--- src/hdl/fpa_defines.svh ---
// Constants of the floating-point absolute, add and compare slice
`ifndef FPA_DEFINES_SVH
`define FPA_DEFINES_SVH
`define FPA_ADDR_W      5
`define FPA_REG_LAST    5'h0f
`define FPA_STATUS_ADDR 5'h10
`define FPA_STATUS_RST  32'h0000_0000
`define FPA_FLAG_LSB    0
`define FPA_EN_LSB      5
`define FPA_CAUSE_LSB   10
`define FPA_FLUSH_BIT   18
`define FPA_PREC_BIT    19
`define FPA_B_I         0
`define FPA_B_U         1
`define FPA_B_O         2
`define FPA_B_Z         3
`define FPA_B_V         4
`define FPA_B_E         5
`define FPA_SIGN_CLR    32'h7fff_ffff
`define FPA_QNAN_S      32'h7fbf_ffff
`define FPA_QNAN_D_HI   32'h7ff7_ffff
`define FPA_QNAN_D_LO   32'hffff_ffff
`define FPA_INF_S       31'h7f80_0000
`define FPA_INF_D       31'h7ff0_0000
`define FPA_EMAX_S      11'h0ff
`define FPA_EMAX_D      11'h7ff
`define FPA_OVF_S       11'h0fe
`define FPA_OVF_D       11'h7fe
`define FPA_UNF_S       11'h018
`define FPA_UNF_D       11'h035
`define FPA_OP_PREFIX   4'hf
`define FPA_OP_ABS      8'h5d
`define FPA_OP_ADD      4'h0
`define FPA_OP_CEQ      4'h4
`define FPA_OP_CGT      4'h5
`endif

--- src/hdl/fpa_pkg.sv ---
// Types of the floating-point absolute, add and compare slice
package fpa_pkg;
  typedef enum logic [2:0] {
    cls_norm,
    cls_pzero,
    cls_nzero,
    cls_denorm,
    cls_pinf,
    cls_ninf,
    cls_qnan,
    cls_snan
  } fpa_class_t;
endpackage : fpa_pkg

--- src/hdl/fpa_unit.sv ---
// Floating-point absolute value, add and compare execution slice
`timescale 1ns/1ps
`include "fpa_defines.svh"
//////////////////////////////////////////////////////////////////////
// Overview of operation
// [RQ1] Absolute value clears bit 31, any precision
// [RQ2] Absolute value leaves cause and flags alone
// [RQ3] Add single or double pairs by precision
// [RQ4] Inexact enable makes every add trap
// [RQ5] On trap record cause, keep destination; I, O and U enable traps set no cause bit of their own
// [RQ6] Add checks signalling, quiet NaN, then denormal
// [RQ7] Flush mode treats denormals as signed zero
// [RQ8] Invalid sets cause, writes default NaN or traps
// [RQ9] Opposite infinities invalid, else infinity sign
// [RQ10] Zero sums signed, normal plus zero kept
// [RQ11] Overflow trap on same sign, threshold exponent
// [RQ12] Underflow trap on differing signs, small exponents
// [RQ13] Compare equal sets condition bit, quiet NaN 0
// [RQ14] Compare greater: destination above source
// [RQ15] Double compare equal decodes and writes bit
// [RQ16] Greater is invalid on any NaN
// [RQ17] Compare invalid sets cause, clears bit or traps
// [RQ18] Signed zeros equal, infinities order extremes
// [RQ19] Equal is invalid only for signalling NaN
// [RQ20] Double uses even/odd pairs, cause cleared first
//////////////////////////////////////////////////////////////////////
module fpa_unit (
  input  wire logic        i_clk,
  input  wire logic        i_sys_rst,
  input  wire logic [4:0]  i_addr,
  input  wire logic [31:0] i_wdata,
  input  wire logic        i_wr,
  input  wire logic        i_rd,
  output logic      [31:0] o_rdata,
  input  wire logic        i_op_valid,
  input  wire logic [15:0] i_opcode,
  output logic             o_done,
  output logic             o_trap,
  output logic             o_t_valid,
  output logic             o_t_bit,
  output logic             o_datapath_req
);

  //////////////////////////////////////////////////////////////////////
  // Operand decoding helpers
  function automatic logic [10:0] fpa_exp(input logic [63:0] v,
                                          input logic        dbl);
    fpa_exp = dbl ? v[62:52] : {3'h0, v[62:55]};
  endfunction : fpa_exp

  function automatic fpa_pkg::fpa_class_t fpa_classify(
    input logic [63:0] v,
    input logic        dbl,
    input logic        flush
  );
    logic [10:0] e;
    logic        mz;
    logic        mq;
    e  = fpa_exp(v, dbl);
    mz = dbl ? (v[51:0] == 52'h0) : (v[54:32] == 23'h0);
    mq = dbl ? v[51] : v[54];
    if (e == 11'h0) begin
      if (mz || flush) begin // [RQ7]
        fpa_classify = v[63] ? fpa_pkg::cls_nzero : fpa_pkg::cls_pzero;
      end else begin
        fpa_classify = fpa_pkg::cls_denorm;
      end
    end else if (e != (dbl ? `FPA_EMAX_D : `FPA_EMAX_S)) begin
      fpa_classify = fpa_pkg::cls_norm;
    end else if (mz) begin
      fpa_classify = v[63] ? fpa_pkg::cls_ninf : fpa_pkg::cls_pinf;
    end else if (mq) begin
      fpa_classify = fpa_pkg::cls_snan;
    end else begin
      fpa_classify = fpa_pkg::cls_qnan;
    end
  endfunction : fpa_classify

  function automatic logic fpa_is_zero(input fpa_pkg::fpa_class_t c);
    fpa_is_zero = (c == fpa_pkg::cls_pzero) ||
                  (c == fpa_pkg::cls_nzero);
  endfunction : fpa_is_zero

  function automatic logic [62:0] fpa_mag(input logic [63:0]         v,
                                          input fpa_pkg::fpa_class_t c);
    fpa_mag = fpa_is_zero(c) ? 63'h0 : v[62:0];
  endfunction : fpa_mag

  //////////////////////////////////////////////////////////////////////
  // State
  logic [31:0] regs [0:15];
  logic [31:0] status, rdata;
  logic        t_bit, trap, done, t_valid, dp_req;

  logic [31:0] next_status, next_rdata, next_hi, next_lo;
  logic        next_t_bit, next_trap, next_done, next_t_valid;
  logic        next_dp_req, next_bus_we, next_hi_we, next_lo_we;
  logic [3:0]  next_hi_idx, next_lo_idx;

  //////////////////////////////////////////////////////////////////////
  // Decode and operand fetch
  logic                precision_select, denormal_flush;
  logic [4:0]          en;
  logic                is_fp, dbl_ok, do_abs, do_add, do_ceq, do_cgt;
  logic [3:0]          n_idx, m_idx;
  logic [63:0]         op_n, op_m;
  fpa_pkg::fpa_class_t cn, cm;
  logic [10:0]         e_n, e_m;
  logic [62:0]         mag_n, mag_m;
  logic                eq, gt, any_snan, any_qnan;

  assign precision_select = status[`FPA_PREC_BIT];
  assign denormal_flush   = status[`FPA_FLUSH_BIT];
  assign en     = status[`FPA_EN_LSB +: 5];
  assign is_fp  = i_op_valid && (i_opcode[15:12] == `FPA_OP_PREFIX);
  assign dbl_ok = !precision_select || (!i_opcode[8] && !i_opcode[4]);
  assign do_abs = is_fp && (i_opcode[7:0] == `FPA_OP_ABS); // [RQ2]
  assign do_add = is_fp && dbl_ok &&
                  (i_opcode[3:0] == `FPA_OP_ADD); // [RQ3]
  assign do_ceq = is_fp && dbl_ok &&
                  (i_opcode[3:0] == `FPA_OP_CEQ); // [RQ15]
  assign do_cgt = is_fp && dbl_ok &&
                  (i_opcode[3:0] == `FPA_OP_CGT); // [RQ14]
  // Even register carries the upper word of a pair
  assign n_idx  = precision_select ? {i_opcode[11:9], 1'b0} :
                  i_opcode[11:8]; // [RQ20]
  assign m_idx  = precision_select ? {i_opcode[7:5], 1'b0} : i_opcode[7:4];
  assign op_n   = {regs[n_idx], regs[n_idx | 4'h1] & {32{precision_select}}};
  assign op_m   = {regs[m_idx], regs[m_idx | 4'h1] & {32{precision_select}}};
  assign cn     = fpa_classify(op_n, precision_select, denormal_flush);
  assign cm     = fpa_classify(op_m, precision_select, denormal_flush);
  assign e_n    = fpa_exp(op_n, precision_select);
  assign e_m    = fpa_exp(op_m, precision_select);
  assign mag_n  = fpa_mag(op_n, cn);
  assign mag_m  = fpa_mag(op_m, cm);
  assign any_snan = (cn == fpa_pkg::cls_snan) ||
                    (cm == fpa_pkg::cls_snan);
  assign any_qnan = (cn == fpa_pkg::cls_qnan) ||
                    (cm == fpa_pkg::cls_qnan);
  // Zeros equal whatever their sign
  assign eq = (mag_n == mag_m) &&
              ((op_n[63] == op_m[63]) || (mag_n == 63'h0)); // [RQ18]
  assign gt = !eq && ((op_n[63] != op_m[63]) ? !op_n[63] :
              (op_n[63] ? (mag_n < mag_m) : (mag_n > mag_m)));

  //////////////////////////////////////////////////////////////////////
  // Execution and register file next values
  logic [5:0]  cause;
  logic        trap_req, wr_req;
  logic [63:0] wval, qnan_val, pinf_val, ninf_val;

  assign qnan_val = precision_select ? {`FPA_QNAN_D_HI, `FPA_QNAN_D_LO} :
                                       {`FPA_QNAN_S, 32'h0};
  assign pinf_val = {1'b0, precision_select ? `FPA_INF_D : `FPA_INF_S, 32'h0};
  assign ninf_val = {1'b1, precision_select ? `FPA_INF_D : `FPA_INF_S, 32'h0};

  always_comb begin
    next_status  = status;
    next_rdata   = 32'h0;
    next_t_bit   = t_bit;
    next_trap    = 1'b0;
    next_done    = 1'b0;
    next_t_valid = 1'b0;
    next_dp_req  = 1'b0;
    next_bus_we  = i_wr && (i_addr <= `FPA_REG_LAST);
    next_hi_we   = 1'b0;
    next_lo_we   = 1'b0;
    next_hi_idx  = n_idx;
    next_lo_idx  = n_idx | 4'h1;
    cause        = 6'h0;
    trap_req     = 1'b0;
    wr_req       = 1'b0;
    wval         = 64'h0;
    if (i_rd) begin
      if (i_addr <= `FPA_REG_LAST) begin
        next_rdata = regs[i_addr[3:0]];
      end else if (i_addr == `FPA_STATUS_ADDR) begin
        next_rdata = status;
      end
    end
    if (i_wr && (i_addr == `FPA_STATUS_ADDR)) begin
      next_status = i_wdata;
    end
    if (do_abs) begin
      next_hi_idx = i_opcode[11:8];
      wval        = {regs[i_opcode[11:8]] & `FPA_SIGN_CLR, 32'h0}; // [RQ1]
      next_hi_we  = 1'b1;
    end
    if (do_add) begin
      if (any_snan) begin // [RQ6]
        cause[`FPA_B_V] = 1'b1; // [RQ8]
        trap_req        = en[`FPA_B_V];
        wr_req          = 1'b1;
        wval            = qnan_val;
      end else if (any_qnan) begin
        wr_req = 1'b1;
        wval   = qnan_val;
      end else if ((cn == fpa_pkg::cls_denorm) ||
                   (cm == fpa_pkg::cls_denorm)) begin
        cause[`FPA_B_E] = 1'b1;
        trap_req        = 1'b1;
      end else begin
        case (cm)
          fpa_pkg::cls_norm: begin
            if (cn == fpa_pkg::cls_norm) begin
              next_dp_req = 1'b1;
            end else if (fpa_is_zero(cn)) begin
              wr_req = 1'b1; // [RQ10]
              wval   = op_m;
            end
          end
          fpa_pkg::cls_pzero: begin
            if (cn == fpa_pkg::cls_nzero) begin
              wr_req = 1'b1; // [RQ10]
              wval   = 64'h0;
            end
          end
          fpa_pkg::cls_pinf: begin
            if (cn == fpa_pkg::cls_ninf) begin
              cause[`FPA_B_V] = 1'b1; // [RQ9]
              trap_req        = en[`FPA_B_V];
              wr_req          = 1'b1;
              wval            = qnan_val;
            end else begin
              wr_req = 1'b1;
              wval   = pinf_val;
            end
          end
          fpa_pkg::cls_ninf: begin
            if (cn == fpa_pkg::cls_pinf) begin
              cause[`FPA_B_V] = 1'b1; // [RQ9]
              trap_req        = en[`FPA_B_V];
              wr_req          = 1'b1;
              wval            = qnan_val;
            end else begin
              wr_req = 1'b1;
              wval   = ninf_val;
            end
          end
          default: wr_req = 1'b0;
        endcase
      end
      if (en[`FPA_B_I]) begin
        trap_req = 1'b1; // [RQ4]
      end
      if (en[`FPA_B_O] && (op_n[63] == op_m[63]) &&
          ((e_n == (precision_select ? `FPA_OVF_D : `FPA_OVF_S)) ||
           (e_m == (precision_select ? `FPA_OVF_D : `FPA_OVF_S)))) begin
        trap_req = 1'b1; // [RQ11]
      end
      if (en[`FPA_B_U] && (op_n[63] != op_m[63]) &&
          (e_n <= (precision_select ? `FPA_UNF_D : `FPA_UNF_S)) &&
          (e_m <= (precision_select ? `FPA_UNF_D : `FPA_UNF_S))) begin
        trap_req = 1'b1; // [RQ12]
      end
      next_hi_we  = wr_req && !trap_req; // [RQ5]
      next_lo_we  = wr_req && !trap_req && precision_select;
      next_dp_req = next_dp_req && !trap_req;
    end
    if (do_ceq) begin
      if (any_snan) begin // [RQ19]
        cause[`FPA_B_V] = 1'b1; // [RQ17]
        trap_req        = en[`FPA_B_V];
        next_t_bit      = 1'b0;
      end else begin
        next_t_bit = !any_qnan && eq; // [RQ13]
      end
    end
    if (do_cgt) begin
      if (any_snan || any_qnan) begin // [RQ16]
        cause[`FPA_B_V] = 1'b1; // [RQ17]
        trap_req        = en[`FPA_B_V];
        next_t_bit      = 1'b0;
      end else begin
        next_t_bit = gt; // [RQ14]
      end
    end
    if (do_ceq || do_cgt) begin
      next_t_valid = !trap_req;
      if (trap_req) begin
        next_t_bit = t_bit;
      end
    end
    if (do_add || do_ceq || do_cgt) begin
      // Fresh cause each operation, flags only accumulate
      next_status[`FPA_CAUSE_LSB +: 6] = cause; // [RQ20]
      next_status[`FPA_FLAG_LSB +: 5]  =
        next_status[`FPA_FLAG_LSB +: 5] | cause[4:0]; // [RQ5]
    end
    next_trap = trap_req;
    next_done = do_abs || do_add || do_ceq || do_cgt;
    next_hi   = wval[63:32];
    next_lo   = wval[31:0];
  end

  //////////////////////////////////////////////////////////////////////
  // Registers
  always_ff @(posedge i_clk) begin
    if (i_sys_rst) begin
      for (int i = 0; i < 16; i++) begin
        regs[i] <= 32'h0;
      end
      status  <= `FPA_STATUS_RST;
      rdata   <= 32'h0;
      t_bit   <= 1'b0;
      trap    <= 1'b0;
      done    <= 1'b0;
      t_valid <= 1'b0;
      dp_req  <= 1'b0;
    end else begin
      if (next_bus_we) begin
        regs[i_addr[3:0]] <= i_wdata;
      end
      // Operation writes land after the bus write and win
      if (next_hi_we) begin
        regs[next_hi_idx] <= next_hi;
      end
      if (next_lo_we) begin
        regs[next_lo_idx] <= next_lo;
      end
      status  <= next_status;
      rdata   <= next_rdata;
      t_bit   <= next_t_bit;
      trap    <= next_trap;
      done    <= next_done;
      t_valid <= next_t_valid;
      dp_req  <= next_dp_req;
    end
  end

  assign o_rdata        = rdata;
  assign o_t_bit        = t_bit;
  assign o_trap         = trap;
  assign o_done         = done;
  assign o_t_valid      = t_valid;
  assign o_datapath_req = dp_req;
endmodule : fpa_unit

--- config.mk ---
export PLATFORM = sky130hd
export DESIGN_NAME = fpa_unit
export DESIGN_NICKNAME = d
export VERILOG_FILES = /design/src/hdl/fpa_pkg.sv /design/src/hdl/fpa_unit.sv
export VERILOG_INCLUDE_DIRS = /design/src /design/src/hdl
export SDC_FILE = /design/constraint.sdc
export NUM_CORES = 2
export LEC_CHECK = 0
export BUFFER_PORTS_ARGS = -buffer_cell sky130_fd_sc_hd__buf_4
export CORE_MARGIN = 2
export CORE_UTILIZATION = 40
export DETAILED_ROUTE_END_ITERATION = 8
export GPL_TIMING_DRIVEN = 1
export HOLD_SLACK_MARGIN = 0.06
export PLACE_DENSITY_LB_ADDON = 0.05
export REMOVE_ABC_BUFFERS = 1
export SYNTH_ARGS = -nofsm -noshare
export SYNTH_HDL_FRONTEND = slang
export SYNTH_SLANG_ARGS = --single-unit
--- constraint.sdc ---
create_clock -name i_clk -period 19.8 [get_ports i_clk]
set_input_delay 3.96 -clock i_clk [delete_from_list [all_inputs] [get_ports i_clk]]
set_output_delay 3.96 -clock i_clk [all_outputs]
set_load 0.05 [all_outputs]
==> impl_metrics.py <==
metrics = {
    "logic_synthesis": {
        "syn_area_sq_um": 48100,
        "yosysTopAreaCell": "edfxtp_1",
        "yosys_warnings": 0,
        "syn_avg_cell_area_sq_um": 10.5,
        "synth_top_area_share_pct": 32.0,
        "async_flop_share_pct": 0,
        "ys_types": 101,
        "synth-seq-cells": 581,
        "synth_enable_flop_cells": 512,
        "synth_area_leaders": "edfxtp_1 (32%), mux4_2 (20%), mux2i_1 (8.5%)",
        "ys.flop_type": "edfxtp_1",
        "synthCells": 4570,
        "ys_seq_area_share_pct": 34.9,
    },
    "sta": {
        "rsz0062_at_grt": "no",
        "whs_ns": 0.454,
        "worstMarginPinSlew_ns": 1.52,
        "finalSetupViolations": 0,
        "finalHoldViolCount": 0,
        "fmax_ghz": 0.0773,
        "clock_skew_ns": 0.0503,
        "slew_headroom_pct": -1.60,
        "layout_min_cycle_time_ns": 12.94,
        "finalCritPeriodShare_pct": 65.3,
        "maxSlewViolCount": 10,
        "fin_tns_setup_ns": 0,
    },
    "global_routing": {
        "grt_start_max_net_pins": 61,
        "grt_pass1_wl_mm": 397,
        "overflow": 0,
        "antenna_found_initial": 16,
        "grt_pass1_vias": 44400,
        "grt_use_total_pct": 47.6,
    },
    "clock_tree": {
        "ctsResizeCount": 0,
        "clk_path_buf_depth": 3,
        "ctsHoldBuffers": 0,
        "htreeDepth": 3,
        "path_clk_slew_ns": 0.06,
        "cts_setup_buffers": 0,
        "numCtsBuffers": 76,
        "cts_tree": "yes",
        "cts.sinks": 581,
        "clk_latency_ns": 0.70,
        "clockRootBuffer": "clkbuf_16",
    },
    "placed_design": {
        "place_congestion": 1.08,
        "dp_hpwl_mm": 194,
        "io_buffers": 94,
    },
    "critical_path": {
        "regToRegSetupSlack_ns": 10.27,
        "crit_type": "in -> reg",
        "critPathSlowestCell": "a41oi_1",
        "startpoint_type": "input pin",
        "cp_max_fo": 51,
        "arrival_ns": 13.27,
        "crit_required_ns": 20.13,
        "timing.rr.start": "status[19]$_SDFFE_PP0P_",
        "rr_endpoint": "regs[9][1]$_DFFE_PP_",
        "crit_chain": "buf_6, buf_4, mux4_2, mux2i_1, mux2i_1, a41oi_1, nand4_1, nor4b_1, o21ai_1, and3_1, o21a_1, o2111a_1, o31ai_2, nand3_2, buf_4, nand3_2, buf_4",
        "critPathCaptureType": "flip-flop",
        "cp_slowest_stage_delay_ns": 0.95,
        "cpMostUsedCell": "buf_4",
        "worstRegToRegCells": 18,
    },
    "finish": {
        "nFillCells": 11400,
        "area_growth_syn_to_layout_pct": 10.2,
        "fin_nets": 4539,
        "drive_gt1_share_pct": 22.4,
    },
    "die": {
        "core_area_sq_um": 119000,
        "die-area_sq_um": 123000,
        "ioPinCount": 95,
        "rows": 127,
        "initial_core_util_pct": 40.2,
        "die_w_um": 351,
        "die_y_um": 351,
    },
    "min_path": {
        "whs_path_depth": 2,
        "whs_endpoint": "status[13]$_SDFFE_PP0P_",
        "min_from": "status[13]$_SDFFE_PP0P_",
        "hp-class": "reg -> reg",
    },
    "detailed_routing": {
        "avgViaCountPerCell": 7.77,
        "drtIter0Drc": 9018,
        "finalWirelength_mm": 297,
        "vias": 47400,
        "avgRoutedWirePerCell_um": 48.6,
        "drt_pass1_iterations": 9,
        "drtAntennaViolNets": 0,
        "drc": 0,
    },
    "status": {
        "status": "finished with violations",
        "violations": "max-capacitance violations, max-slew violations",
    },
    "run": {
        "maxCapViolCount": 1,
    },
    "pwr": {
        "p_per_area_nw_per_um2": 69.8,
        "vdd_drop_max_v": 0.0000600,
        "leakage_uw": 0.0181,
    },
}
worst max-delay path, delay by kind of cell:
family	cells	cell delay (ns)
simple gates	5	2.25
buf+inv	4	2.27
mux	3	2.13
compound gates	5	2.49
sequential cells by signal, indices dropped and copies added (netlist names):
| name | count |
|---|---|
| o_t_valid | 1 |
| o_datapath_req | 1 |
| o_trap | 1 |
| regs | 512 |
| o_rdata | 32 |
| o_t_bit | 1 |
| o_done | 1 |
| status | 32 |
report_power, final:
part | switching, uW | internal [uW]
registers | 103 | 1400
logic | 489 | 287
clock network | 626 | 798
total | 1220 | 2480
cell usage in the layout, fill, tap and decap left out, drive strengths merged, types with 105 or more instances in the layout:
cell	count
buf	283
nand3	255
a21oi	176
o22ai	140
a21o	120
clkbuf	105
o21ai	198
mux2i	406
edfxtp	512
mux4	422
nand2	549
nor2	255
o221ai	120
cell type report:
cell class,count,area [sq um],area share [%]
antenna,7,17.5,0.0331
multi-input combinational,3432,29400,55.5
tap,1612,2020,3.81
sequential,581,16800,31.6
clock inverter,37,363,0.685
timing repair buffer,287,2190,4.14
clock buffer,101,2060,3.88
inverter,40,150,0.283
Yosys cell counts (84+ instances only):
master and count:
a21o_1 120, a21oi_1 174, buf_1 84, buf_2 92
clkbuf_1 317, edfxtp_1 512, mux2i_1 406, mux4_2 422
nand2_1 549, nand3_1 255, nor2_1 253, o21ai_0 149
o221ai_1 120, o22ai_1 140
worst max-delay path by stage:
stage	startpoint	end	slack, ns	cells past startpoint
2_1_floorplan	i_opcode[8]	regs[4][0]$_DFFE_PP_	3.94	14
3_3_place_gp	i_opcode[10]	regs[11][12]$_DFFE_PP_	6.71	17
3_5_place_dp	i_opcode[11]	regs[9][3]$_DFFE_PP_	6.68	17
4_1_cts	i_opcode[10]	regs[9][3]$_DFFE_PP_	7.37	17
5_1_grt	i_opcode[10]	regs[9][3]$_DFFE_PP_	6.89	17
6_report	i_opcode[10]	regs[9][1]$_DFFE_PP_	6.86	17
routing by layer:
layer  part of all wire (%)  wire length [um]  GRT usage [%]
met2                     41            122000           66.8
met4                    6.5             19200           26.0
met3                     15             45000           19.0
met5                   0.15               455           1.69
met1                     37            110000           62.3
metrics by stage:
stage / instances / total power [uW] / instance area, sq um / worst slack (ns) / util (%)
floorplan: 4053 / 1870 / 45900 / 3.94 / -
global placement: 5952 / 2260 / 50500 / 6.71 / 42.3
detailed placement: 5952 / 2260 / 50500 / 6.68 / 42.3
CTS: 6090 / 3650 / 53000 / 7.37 / 44.3
global route: 6092 / 3740 / 53000 / 6.89 / 44.3
finish: 6097 / 3700 / 53000 / 6.86 / 44.3
cell families after synthesis:
group                    synth area share [%]
AO/OA/AOI/OAI                            15.3
XOR/XNOR                               0.0365
adder cells (fa/ha/maj)                  1.64
buffers and inverters                    4.87
flip-flops                               34.9
multiplexers                             29.2
AND/OR/NAND/NOR                          14.2
No activity file was read; power rests on OpenSTA's default activity.
